===== src/rtl/epis_consts.svh =====
// epis_consts.svh - offsets, field positions, reset values and timing
// counts for the external pin interrupt sense block.
// assumes: included by bare name; no processes live here.
`ifndef EPIS_CONSTS_SVH
`define EPIS_CONSTS_SVH

// ------------------------------------------------------------
// register byte offsets on the apb bus
// ------------------------------------------------------------
`define EPIS_OFF_MCU_CONTROL    12'h000
`define EPIS_OFF_GEN_IRQ_CTL    12'h004
`define EPIS_OFF_GEN_IRQ_FLAGS  12'h008
`define EPIS_OFF_CPU_STATUS     12'h00C
`define EPIS_OFF_PIN_STATUS     12'h010

// ------------------------------------------------------------
// field positions
// ------------------------------------------------------------
`define EPIS_SENSE_ONE_HI   3
`define EPIS_SENSE_ONE_LO   2
`define EPIS_SENSE_ZERO_HI  1
`define EPIS_SENSE_ZERO_LO  0
`define EPIS_EN_ONE_BIT     7
`define EPIS_EN_ZERO_BIT    6
`define EPIS_FLAG_ONE_BIT   7
`define EPIS_FLAG_ZERO_BIT  6
`define EPIS_GIE_BIT        7

// ------------------------------------------------------------
// reset values
// ------------------------------------------------------------
`define EPIS_MCU_CONTROL_RST  8'h00
`define EPIS_PRDATA_RST       32'h0000_0000

// ------------------------------------------------------------
// timing: times in ns, counts derived from the 100 ns clock
// ------------------------------------------------------------
`define EPIS_CLK_PERIOD_NS  100
`define EPIS_WDT_PERIOD_NS  1000
`define EPIS_WDT_CYC  (`EPIS_WDT_PERIOD_NS / `EPIS_CLK_PERIOD_NS)
`define EPIS_STARTUP_NS     4000000
`define EPIS_STARTUP_CYC \
  ((`EPIS_STARTUP_NS + `EPIS_CLK_PERIOD_NS - 1) / `EPIS_CLK_PERIOD_NS)

`endif


===== src/rtl/epis_pkg.sv =====
// epis_pkg.sv - types shared by the external pin interrupt sense block.
// assumes: compiled before every module that names epis_pkg::.
package epis_pkg;

  // ------------------------------------------------------------
  // per-channel sense selection, as coded in the control field
  // ------------------------------------------------------------
  typedef enum logic [1:0] {
    EPIS_SENSE_LOW  = 2'h0,   // low level
    EPIS_SENSE_ANY  = 2'h1,   // any logical change
    EPIS_SENSE_FALL = 2'h2,   // falling edge
    EPIS_SENSE_RISE = 2'h3    // rising edge
  } epis_sense_e;

  // ------------------------------------------------------------
  // power-down wake qualification, one-hot
  // ------------------------------------------------------------
  typedef enum logic [3:0] {
    EPIS_WK_IDLE    = 4'h1,   // nothing pending
    EPIS_WK_SAMPLE  = 4'h2,   // watchdog-rate sampling
    EPIS_WK_STARTUP = 4'h4,   // start-up time running
    EPIS_WK_DONE    = 4'h8    // awake, waiting for sleep to drop
  } epis_wake_e;

  // ------------------------------------------------------------
  // whole state of the sense block
  // ------------------------------------------------------------
  typedef struct packed {
    logic [7:0]  mcu_control;  // sense fields in low nibble
    logic [1:0]  irq_enable;   // [1] channel one, [0] channel zero
    logic [1:0]  flags;        // sticky edge flags
    logic        gie;          // global interrupt enable
    logic [1:0]  prev;         // previous synced pin sample
    epis_wake_e  wake_state;   // wake qualification state
    logic [1:0]  wake_chan;    // channels that started the check
    logic [3:0]  wdt_div;      // watchdog tick divider
    logic        smp_cnt;      // samples taken so far
    logic [15:0] su_cnt;       // start-up counter
    logic        wake_irq_ok;  // level still held at start-up end
    logic [31:0] prdata;       // apb read data
  } epis_state_s;

endpackage


===== src/rtl/epis_sense.sv =====
// epis_sense.sv - sense, flag and wake logic for two external interrupt
// pins, with its registers on an apb slave.
// assumes: pins are read at the pad whatever the pin direction; the cpu
// pulses irq_ack_* when it vectors; sleep inputs come from the power
// controller; mclk keeps running whenever power-down wake is checked.
//
// Notes on behaviour
// - pins raise requests even when driven outputs
// - level mode requests while pin stays low
// - edges recognised only with io clock running
// - low level detected without any clock
// - io clock stopped in non-idle sleep
// - power-down wake samples level twice, watchdog rate
// - wake after both samples and start-up
// - level vanished by start-up: wake, no interrupt
// - channel one needs global and own enable
// - channel zero needs global and own enable
// - edges found by comparing successive samples
// - pulses over one clock caught while io clock runs
// - channel one sense field in bits 3:2
// - channel zero sense field in bits 1:0
// - enables at bit 7 and bit 6
// - event sets flag; vector or write-one clears
// - flag reads cleared in level mode
`include "epis_consts.svh"
`timescale 1ns/10ps
`default_nettype none

module epis_sense #(
  parameter int unsigned ADDR_W      = 12,                // apb address
  parameter int unsigned STARTUP_CYC = `EPIS_STARTUP_CYC  // start-up
) (
  input  wire logic              mclk,              // 10 MHz clock
  input  wire logic              resetn,            // async reset, low
  input  wire logic              psel,              // apb select
  input  wire logic              penable,           // apb enable
  input  wire logic              pwrite,            // apb direction
  input  wire logic [ADDR_W-1:0] paddr,             // apb byte address
  input  wire logic [31:0]       pwdata,            // apb write data
  output logic      [31:0]       prdata,            // apb read data
  output logic                   pready,            // apb ready
  output logic                   pslverr,           // unmapped access
  input  wire logic              ext_irq_pin_zero,  // pad level, pin 0
  input  wire logic              ext_irq_pin_one,   // pad level, pin 1
  input  wire logic              irq_ack_zero,      // vector taken, 0
  input  wire logic              irq_ack_one,       // vector taken, 1
  input  wire logic              sleep_active,      // cpu is asleep
  input  wire logic              sleep_is_idle,     // sleep is idle
  input  wire logic              sleep_is_pdown,    // sleep is pdown
  output logic                   irq_req_zero,      // request, ch 0
  output logic                   irq_req_one,       // request, ch 1
  output logic                   io_clk_run,        // io clock on
  output logic                   wake_async,        // clockless wake
  output logic                   wake_req           // pdown wake done
);

  // ------------------------------------------------------------
  // constants at the widths they meet
  // ------------------------------------------------------------
  localparam logic [15:0] SU_LAST  = 16'(STARTUP_CYC - 1);
  localparam logic [3:0]  WDT_LAST = 4'(`EPIS_WDT_CYC - 1);

  // ------------------------------------------------------------
  // decode helpers
  // ------------------------------------------------------------

  // sense code of one channel out of the control byte
  function automatic epis_pkg::epis_sense_e sense_of(
    input logic [7:0] ctl,
    input logic       ch
  );
    if (ch) begin
      sense_of = epis_pkg::epis_sense_e'(
        ctl[`EPIS_SENSE_ONE_HI:`EPIS_SENSE_ONE_LO]);
    end else begin
      sense_of = epis_pkg::epis_sense_e'(
        ctl[`EPIS_SENSE_ZERO_HI:`EPIS_SENSE_ZERO_LO]);
    end
  endfunction

  // one-hot register select, used by read and write paths
  function automatic logic [4:0] reg_sel(input logic [ADDR_W-1:0] a);
    reg_sel = 5'h00;
    reg_sel[0] = (a == ADDR_W'(`EPIS_OFF_MCU_CONTROL));
    reg_sel[1] = (a == ADDR_W'(`EPIS_OFF_GEN_IRQ_CTL));
    reg_sel[2] = (a == ADDR_W'(`EPIS_OFF_GEN_IRQ_FLAGS));
    reg_sel[3] = (a == ADDR_W'(`EPIS_OFF_CPU_STATUS));
    reg_sel[4] = (a == ADDR_W'(`EPIS_OFF_PIN_STATUS));
  endfunction

  // ------------------------------------------------------------
  // state and per-channel wires
  // ------------------------------------------------------------
  epis_pkg::epis_state_s st;       // registered state
  epis_pkg::epis_state_s next_st;  // next state

  logic [1:0] pin_raw;    // pad levels, never gated by direction
  logic [1:0] pin_sync;   // synchronised levels
  logic [1:0] is_level;   // channel in low-level mode
  logic [1:0] flag_set;   // edge event qualified by io clock
  logic [1:0] flag_clr;   // any clear source
  logic [1:0] ack;        // vector acknowledge per channel
  logic [1:0] lvl_req;    // level term of each request
  logic [1:0] irq_req;    // request vector
  logic [4:0] sel;        // current register select
  logic       wr_acc;     // apb write access phase
  logic       rd_setup;   // apb read setup phase
  logic       lvl_allow;  // level requests not held back by wake

  // pad levels go straight in; a pin driven as output still counts
  assign pin_raw = {ext_irq_pin_one, ext_irq_pin_zero};
  assign ack     = {irq_ack_one, irq_ack_zero};

  // io clock is halted in every sleep mode other than idle
  assign io_clk_run = !sleep_active || sleep_is_idle;

  // ------------------------------------------------------------
  // pin synchroniser
  // ------------------------------------------------------------
  epis_sync #(
    .W       (2),
    .RST_VAL (2'h3)
  ) u_sync (
    .mclk   (mclk),
    .resetn (resetn),
    .din    (pin_raw),
    .dout   (pin_sync)
  );

  // ------------------------------------------------------------
  // apb decode
  // ------------------------------------------------------------
  assign sel      = reg_sel(paddr);
  assign wr_acc   = psel && penable && pwrite;
  assign rd_setup = psel && !penable && !pwrite;
  assign pready   = 1'b1;                       // no wait states
  assign pslverr  = psel && penable && !(|sel); // unmapped address

  // level requests wait while power-down wake is qualifying, and stay
  // off after a wake whose level vanished during start-up
  assign lvl_allow = (st.wake_state == epis_pkg::EPIS_WK_IDLE) ||
                     ((st.wake_state == epis_pkg::EPIS_WK_DONE) &&
                      st.wake_irq_ok);

  // ------------------------------------------------------------
  // per-channel sense logic
  // ------------------------------------------------------------
  for (genvar c = 0; c < 2; c++) begin : g_chan
    epis_pkg::epis_sense_e sense;  // decoded mode of this channel
    logic                  en;     // own enable of this channel
    logic                  evt;    // edge event of this channel

    assign sense = sense_of(st.mcu_control, 1'(c));
    assign en    = st.irq_enable[c];
    assign is_level[c] = (sense == epis_pkg::EPIS_SENSE_LOW);

    // compare this sample with the last; raw transitions are not used
    always_comb begin
      unique case (sense)
        epis_pkg::EPIS_SENSE_ANY: begin
          evt = pin_sync[c] ^ st.prev[c];
        end
        epis_pkg::EPIS_SENSE_FALL: begin
          evt = st.prev[c] && !pin_sync[c];
        end
        epis_pkg::EPIS_SENSE_RISE: begin
          evt = !st.prev[c] && pin_sync[c];
        end
        epis_pkg::EPIS_SENSE_LOW: begin
          evt = 1'b0;
        end
      endcase
    end

    // edges only count while the io clock runs
    assign flag_set[c] = evt && io_clk_run;

    // vector, write-one, or level mode clear the flag
    assign flag_clr[c] = ack[c] || is_level[c] ||
      (wr_acc && sel[2] && pwdata[`EPIS_FLAG_ZERO_BIT + c]);

    // raw pin, no clock in the path, so it works in deep sleep
    assign lvl_req[c] = is_level[c] && !pin_raw[c];

    // flag or live level, gated by own and global enable
    assign irq_req[c] = (st.flags[c] || (lvl_req[c] && lvl_allow)) &&
                        en && st.gie;
  end

  assign irq_req_zero = irq_req[0];
  assign irq_req_one  = irq_req[1];

  // clockless wake source for sleep modes that stop mclk users
  assign wake_async = |(lvl_req & st.irq_enable);
  assign wake_req   = (st.wake_state == epis_pkg::EPIS_WK_DONE);
  assign prdata     = st.prdata;

  // ------------------------------------------------------------
  // next state
  // ------------------------------------------------------------
  always_comb begin
    logic [1:0] held;  // checked channels still showing low level
    logic       tick;  // one watchdog oscillator period elapsed
    held = 2'h0;
    tick = 1'b0;
    next_st = st;

    // register writes take effect in the access phase
    if (wr_acc && sel[0]) begin
      next_st.mcu_control = pwdata[7:0];
    end
    if (wr_acc && sel[1]) begin
      next_st.irq_enable = {pwdata[`EPIS_EN_ONE_BIT],
                            pwdata[`EPIS_EN_ZERO_BIT]};
    end
    if (wr_acc && sel[3]) begin
      next_st.gie = pwdata[`EPIS_GIE_BIT];
    end

    // a set in the same cycle as a clear wins
    next_st.flags = flag_set | (st.flags & ~flag_clr);
    next_st.prev  = pin_sync;

    // power-down wake qualification at the watchdog rate
    held = st.wake_chan & is_level & st.irq_enable & ~pin_sync;
    tick = (st.wdt_div == WDT_LAST);
    unique case (st.wake_state)
      epis_pkg::EPIS_WK_IDLE: begin
        if (sleep_active && sleep_is_pdown &&
            |(is_level & st.irq_enable & ~pin_sync)) begin
          next_st.wake_state = epis_pkg::EPIS_WK_SAMPLE;
          next_st.wake_chan  = is_level & st.irq_enable & ~pin_sync;
          next_st.wdt_div    = 4'h0;
          next_st.smp_cnt    = 1'b0;
        end
      end
      epis_pkg::EPIS_WK_SAMPLE: begin
        next_st.wdt_div = tick ? 4'h0 : st.wdt_div + 4'h1;
        if (tick) begin
          if (!(|held)) begin
            // noise: level went away before two samples
            next_st.wake_state = epis_pkg::EPIS_WK_IDLE;
          end else if (st.smp_cnt) begin
            next_st.wake_state = epis_pkg::EPIS_WK_STARTUP;
            next_st.su_cnt     = 16'h0000;
          end else begin
            next_st.smp_cnt = 1'b1;
          end
        end
      end
      epis_pkg::EPIS_WK_STARTUP: begin
        next_st.su_cnt = st.su_cnt + 16'h0001;
        if (st.su_cnt == SU_LAST) begin
          next_st.wake_state  = epis_pkg::EPIS_WK_DONE;
          next_st.wake_irq_ok = |held;
        end
      end
      epis_pkg::EPIS_WK_DONE: begin
        if (!sleep_active) begin
          next_st.wake_state  = epis_pkg::EPIS_WK_IDLE;
          next_st.wake_irq_ok = 1'b0;
        end
      end
      default: begin
        // illegal one-hot code: recover to idle
        next_st.wake_state = epis_pkg::EPIS_WK_IDLE;
      end
    endcase

    // read data captured in setup so it is stable for the access
    if (rd_setup) begin
      next_st.prdata = `EPIS_PRDATA_RST;
      if (sel[0]) begin
        next_st.prdata[7:0] = st.mcu_control;
      end
      if (sel[1]) begin
        next_st.prdata[`EPIS_EN_ONE_BIT]  = st.irq_enable[1];
        next_st.prdata[`EPIS_EN_ZERO_BIT] = st.irq_enable[0];
      end
      if (sel[2]) begin
        // level-mode channels always read as cleared
        next_st.prdata[`EPIS_FLAG_ONE_BIT] =
          st.flags[1] && !is_level[1];
        next_st.prdata[`EPIS_FLAG_ZERO_BIT] =
          st.flags[0] && !is_level[0];
      end
      if (sel[3]) begin
        next_st.prdata[`EPIS_GIE_BIT] = st.gie;
      end
      if (sel[4]) begin
        next_st.prdata[1:0]  = pin_sync;
        next_st.prdata[3:2]  = irq_req;
        next_st.prdata[4]    = io_clk_run;
        next_st.prdata[11:8] = st.wake_state;
      end
    end
  end

  // ------------------------------------------------------------
  // state register
  // ------------------------------------------------------------
  always_ff @(posedge mclk or negedge resetn) begin
    if (!resetn) begin
      st             <= '0;
      st.mcu_control <= `EPIS_MCU_CONTROL_RST;
      st.prev        <= 2'h3;  // pins idle high
      st.wake_state  <= epis_pkg::EPIS_WK_IDLE;
      st.prdata      <= `EPIS_PRDATA_RST;
    end else begin
      st <= next_st;
    end
  end

  logic tick_seen;  // divider at its last count, for checks only
  assign tick_seen = (st.wdt_div == WDT_LAST);
endmodule // epis_sense

`default_nettype wire


===== src/rtl/epis_sync.sv =====
// epis_sync.sv - two-flop synchroniser for the interrupt pins.
// assumes: din may change at any time; dout is used on mclk only.
`timescale 1ns/10ps
`default_nettype none

module epis_sync #(
  parameter int unsigned W       = 2,    // number of bits
  parameter logic [W-1:0] RST_VAL = '1   // idle level of pins
) (
  input  wire logic         mclk,    // block clock
  input  wire logic         resetn,  // async reset, low
  input  wire logic [W-1:0] din,     // raw pin levels
  output logic      [W-1:0] dout     // synchronised levels
);

  // ------------------------------------------------------------
  // state
  // ------------------------------------------------------------
  typedef struct packed {
    logic [W-1:0] meta;    // first stage, read only by stable
    logic [W-1:0] stable;  // second stage
  } epis_sync_s;

  epis_sync_s st;       // registered state
  epis_sync_s next_st;  // next state

  // shift the pin through both stages
  always_comb begin
    next_st        = st;
    next_st.meta   = din;
    next_st.stable = st.meta;
  end

  // reset to the idle level so no false edge follows release
  always_ff @(posedge mclk or negedge resetn) begin
    if (!resetn) begin
      st <= '{meta: RST_VAL, stable: RST_VAL};
    end else begin
      st <= next_st;
    end
  end

  assign dout = st.stable;
endmodule // epis_sync

`default_nettype wire


===== config.mk =====
export PLATFORM = sky130hd
export DESIGN_NAME = epis_sense
export DESIGN_NICKNAME = d
export VERILOG_FILES = /design/src/rtl/epis_pkg.sv /design/src/rtl/epis_sense.sv /design/src/rtl/epis_sync.sv
export VERILOG_INCLUDE_DIRS = /design/src /design/src/rtl
export SDC_FILE = /design/constraint.sdc
export NUM_CORES = 1
export LEC_CHECK = 0
export ABC_AREA = 1
export BUFFER_PORTS_ARGS = -buffer_cell sky130_fd_sc_hd__buf_4
export CAP_MARGIN = 20
export CORE_MARGIN = 2
export CORE_UTILIZATION = 48
export DETAILED_ROUTE_END_ITERATION = 16
export PLACE_DENSITY = 0.77
export SLEW_MARGIN = 20
export SYNTH_ARGS = -nofsm -noshare
export SYNTH_HDL_FRONTEND = slang
export SYNTH_SLANG_ARGS = --single-unit

===== constraint.sdc =====
create_clock -name mclk -period 1.5 [get_ports mclk]
set_input_delay 0.075 -clock mclk [delete_from_list [all_inputs] [get_ports mclk]]
set_output_delay 0.075 -clock mclk [all_outputs]
set_load 0.02 [all_outputs]

## Word-level counts from Yosys, hierarchy flattened

Cells that the tools add are included.

- Register bits after elaboration: 59
- Input bits: 56
- Output and inout port bits: 39
- Word-level logic and storage cells: 141

- Add/subtract/negate cells: 2
- Equal/unequal tests: 23
- Muxes and demuxes: 24
- Bitwise logic cells: 12
- Reductions and logical operators: 66

Operator list:

| cell | number |
|---|---|
| 17-bit two-way mux | 2 |
| 16-bit case mux with 2 select lines | 1 |
| 1-bit logical AND | 30 |
| 4-bit two-way mux | 7 |
| 12-bit by 4-bit equality test with 1-bit output (second input constant) | 2 |
| 16-bit by 1-bit adder with 16-bit output (second input constant) | 1 |
| 16-bit equality test (second input constant) | 1 |
| 16-bit two-way mux | 1 |
| 4-bit case mux with 4 select lines | 1 |
| 2-bit bitwise AND | 7 |
| 12-bit by 3-bit equality test with 1-bit output (second input constant) | 1 |
| 12-bit by 5-bit equality test with 1-bit output (second input constant) | 1 |
| 1-bit zero test | 12 |
| 12-bit zero test | 1 |
| 11-bit two-way mux | 1 |
| 2-bit != test (second input constant) | 5 |
| 5-bit case mux with 2 select lines | 1 |
| 2-bit equality test (second input constant) | 4 |
| 4-bit equality test (second input constant) | 2 |
| 1-bit logical OR | 8 |
| 8-bit two-way mux | 1 |
| 1-bit case mux with 4 select lines | 2 |
| 4-bit AND reduction | 2 |
| 2-bit nonzero test | 3 |
| 20 further kinds | 30 |

## Depth between registers and ports, before layout

- Word-level depth: 8
- Depth in mapped cells: 11
- Depth with buffers taken out: 11

## Hierarchy

Synthesis repeated with hierarchy kept, for this count alone.

- Cell total of the unflattened synthesis: 485
- Area, all modules: 3682.3 um2

By module, submodules not included:

| module | instances | cells an instance | area an instance (um2) | sequential area each (um2) |
|---|---|---|---|---|
| epis_sense | 1 | 481 | 3577.2 | 1380.1 |
| epis_sync | 1 | 4 | 105.1 | 105.1 |

## Worst setup path after synthesis

Ideal clock, no wire load.

- Kind: reg2reg
- From: register st[57] in the netlist's numbering
- To: register st[56] in the netlist's numbering
- Setup time: 0.076 ns
- Arrival: 1.480 ns
- Data required time: 1.424 ns
- Setup slack: -0.056 ns
- Cell stages (with the launch flop): 9
- Buffers on the path: 0
- Clock period less this slack: 1.556 ns
- Cells stage by stage: dfrtp_1 > nor2_2 > inv_2 > nor3_1 > nand2_1 > nand3_1 > nor2_1 > nand2_1 > nand2_1

- Longest elaborated chain between the ends: 3
- Elaborated cells on any way between the ends: 11
- Those cells by class: eq/ne: 9; mux: 1; reduce/logical: 1

Ends and longest elaborated chain:

| item | RTL line | text |
|---|---|---|
| start, declared | epis_sense.sv:94 | `epis_pkg::epis_state_s st;` |
| start signal, assigned | epis_sense.sv:310 | `st <= next_st;` |
| 4-bit equality test * | n/a |  |
| via wake_req | epis_sense.sv:54 | `output logic wake_req` |
| 2-bit != test (no source line) | n/a |  |
| 5-bit AND reduction (no source line) | n/a |  |

The timed path passes the listed nets; every way through them passes the cells marked *.
A chain may end at the register's enable or synchronous reset.

## Worst setup path after layout

- From: register st[59] in the netlist's numbering
- To: output irq_req_one

- Longest elaborated chain between the ends: 7
- Elaborated cells on any way between the ends: 8
- Those cells by class: eq/ne: 2; reduce/logical: 6

Ends and longest elaborated chain:

| item | RTL line | text |
|---|---|---|
| 4-bit equality test | epis_sense.sv:142 | `((st.wake_state == epis_pkg::EPIS_WK_DONE) &&` |
| 1-bit logical AND | epis_sense.sv:142 |  |
| 1-bit logical OR * | epis_sense.sv:141 | `assign lvl_allow = (st.wake_state == epis_pkg::EPIS_WK_IDLE) \|\|` |
| 1-bit logical AND * | epis_sense.sv:186 | `assign irq_req[c] = (st.flags[c] \|\| (lvl_req[c] && lvl_allow)) &&` |
| 1-bit logical OR * | epis_sense.sv:186 |  |
| 1-bit logical AND * | epis_sense.sv:186 |  |
| 1-bit logical AND * | epis_sense.sv:187 | `en && st.gie;` |
| end, declared | epis_sense.sv:51 | `output logic irq_req_one,` |

Mark *: on every way between the ends. The rest lies on a longest branch, timed or not.

==> flow_summary.ini <==
[sta]
finClkSkew_ns = 0.00867
rsz0062_at_grt = true
layout_setup_ws_ns = -0.0573
setup_viol = 12
period_minus_slack_ns = 1.56
finalHoldViolCount = 0
drv_slew = 0
min_period_over_period = 1.04
fmax_mhz = 642
finalSetupTns_ns = -0.180

[synth]
synthFlopType = dfrtp_1
yosys_warnings = 0
synthCells = 489
synth-simple-area-share = 0.358
ys_types = 35
synthArstFlopShare = 1.00
synth_edf_count = 0
synth_top_family_by_area = simple AND/OR/NAND/NOR gates
yosysTopAreaCellShare = 0.365
synth.avg_cell_area_um2 = 7.29
synthXorXnorAreaFrac = 0.00491
yosysTopAreaCell = dfrtp_1
ys_seq_area_frac = 0.416
yosys.area_share.adder = 0.0175
syn_area_um2 = 3570
synth-compound-area-share = 0.0603
synth.area.top_cells = dfrtp_1 (36%), nand2_1 (16%), nand3_1 (7.0%)
synth_mux_area_frac = 0
ys_ff_latch = 59

[detailed_routing]
drc = 0
drt-wirelength-per-cell_um = 12.8
drt_pre_antenna_iters = 6
wl_um = 8630
drtAntennaViolNets = 0
highest_layer = met4
met1_length_um = 3830
viasPerCell = 5.07
route.met2.wl_um = 4060
dr_wl_met3_um = 586
drt_iter0_markers = 218
vias = 3423

[outcome]
outcome = finished with violations
failed_checks = negative setup slack

[pwr]
power_density_nw_per_um2 = 747
power_leakage_nw = 2.39
ir_drop_mv = 0.482

[final_layout]
antenna_cells = 0
fin_util = 0.634
nNetsFinal = 632
area_growth_pct = 28.1
nFillCells = 595
drive_above_1_share = 0.267

[hold_path]
hp-class = in -> reg
worstHoldStart = pwdata[0]
worstHoldPathCells = 3
worstHoldEndpoint = g_chan[0].sense[0]

[setup_path]
path_delay_family = simple AND/OR/NAND/NOR gates
crit_path_max_fanout = 3
slowest_delay_ns = 0.43
worstReg2RegEnd = st[41]
cp_slowest_cell = dfrtp_1
reg2reg_depth = 8
cp_data_arrival_time_ns = 1.48
r2r-start = g_chan[0].sense[1]
reg2reg_slack_ns = -0.03
cp_cell_sequence = nor2_2, nand3_2, nand2_2, nand2_1, nand2_1, nand2_2, inv_2, buf_6
required_ns = 1.42
startpoint_type = register
crit_type = reg -> out
crit_buf_inv = 2
worstSetupEndpointType = output port

[grt]
antenna_found_initial = 0
grt.overflow.total = 0
grt_max_degree = 27
grtUsageTotal = 0.220
grt_pass1_vias = 3240
grt_pass1_wl_um = 14600

[die]
rows = 31
fp.dieArea_um2 = 8140
num_io_pins = 95
chipWidth_um = 90.2
core_um2 = 7210
start_util = 0.494
die_y_um = 90.2

[clocking]
cts_root_buf = clkbuf_8
clk_pin_slew_worst_paths_ns = 0.07
clk_latency_ns = 0.34
cts_tree = done
htree_levels = 3
cts-buffers-inserted = 9
clockBufferDepth = 2
clock-sinks = 59

[place]
gp_congestion = 0.906
io_buffer_count = 49
dp.final_hpwl_um = 6120

[job]
max-cap-violations = 0
[metal layers]
metal,GRT usage,vias to the layer above
met1,0.289,1604
met4,0.0897,0
met2,0.348,125
met3,0.0578,17
met5,0,-
li1,-,1677
[registers in the layout (all words and copies together) (netlist names)]
| signal | flops |
|---|---|
| prdata | 12 |
| u_sync.next_st | 2 |
| u_sync.dout | 2 |
| st | 37 |
| g_chan.sense | 4 |
| g_chan.en | 2 |
[layout by cell type (no fill, tap or decap), drive strengths merged]
cell / instances
o21ai: 19
o22ai: 3
ha: 5
nor3: 10
and2: 1
clkinv: 2
clkinvlp: 1
dlygate4sd3: 9
or2: 4
xor2: 2
nand3b: 3
o31ai: 5
dfrtp: 52
dfstp: 7
a21oi: 7
bufinv: 1
nand2: 158
nor2: 47
a22o: 1
buf: 79
a21boi: 1
nand3: 53
o32ai: 1
inv: 59
nand4: 12
clkbuf: 12
nor4: 1
conb: 21
[metrics by stage]
stage	hold WS, ns	power (W)	instance area (µm²)	instances	worst slack [ns]
detailed placement	-0.0226	0.00189	4010	638	-0.000576
CTS	0.00370	0.00344	4420	670	-0.0533
global route	0.0154	0.00356	4570	675	-0.156
finish	0.00379	0.00342	4570	675	-0.0573
global placement	-0.0264	0.00188	4010	638	0.0395
floorplan	-0.221	0.00180	3640	508	0.0918
[Yosys cell counts (2+ instances only)]
master,number
o31ai_1,5
nor2_1,41
o22ai_1,3
buf_4,33
buf_6,2
dfrtp_1,52
nor2_2,5
inv_1,54
xor2_1,2
nand4_1,12
conb_1,2
nand3_1,50
or2_2,4
o21ai_1,2
nand2_1,152
dfstp_2,7
ha_1,5
nor3_1,9
a21oi_1,7
nand3b_1,3
nand2_2,6
inv_2,5
o21ai_0,16
[kinds of logic after synthesis]
family	count (synthesis)
AO/OA/AOI/OAI	37
XOR/XNOR	2
adder cells (fa/ha/maj)	5
buffers and inverters	96
flip-flops	59
other	2
AND/OR/NAND/NOR	288
[power by group]
group	leakage [nW]	switching [W]	internal [W]
Clock	0.108	0.000636	0.000897
Combinational	1.53	0.000162	0.000103
Sequential	0.751	0.00000613	0.00161
Total	2.39	0.000805	0.00261
[tightest hold or removal path, delay by kind of cell]
family / cells / cell delay (ns)
compound gates: 1 / 0.11
buf+inv: 1 / 0.08
simple gates: 1 / 0.04
[cell type report]
class,instances,area [µm²],share of cell area
timing repair buffer,88,734,0.161
inverter,59,226,0.0495
tap,99,124,0.0271
clock inverter,4,47.5,0.0104
sequential,59,1490,0.325
multi-input combinational,354,1790,0.391
clock buffer,12,165,0.0361
[worst max-delay path by stage]
stage	slack (ns)	end	start	cells after the start
after floorplan	0.09	st[41]	st[33]	7
after global placement	0.04	st[41]	st[33]	7
after detailed placement	-0.0006	st[42]	g_chan[0].sense[1]	8
after CTS	-0.05	irq_req_one	st[56]	8
after global routing	-0.16	irq_req_one	st[59]	8
final	-0.06	irq_req_one	st[59]	8
[timing repair]
| action | 4_1_cts | 5_1_grt |
|---|---|---|
| pin swaps | 3 | 11 |
| gates resized for setup | 15 | 29 |
| buffers inserted | 6 | 5 |
| gates cloned | 1 | 0 |
| hold endpoints to repair | 66 | 0 |
| setup endpoints to repair | 6 | 27 |
| hold buffers | 9 | 0 |
Power figures use the tool's default switching activity.
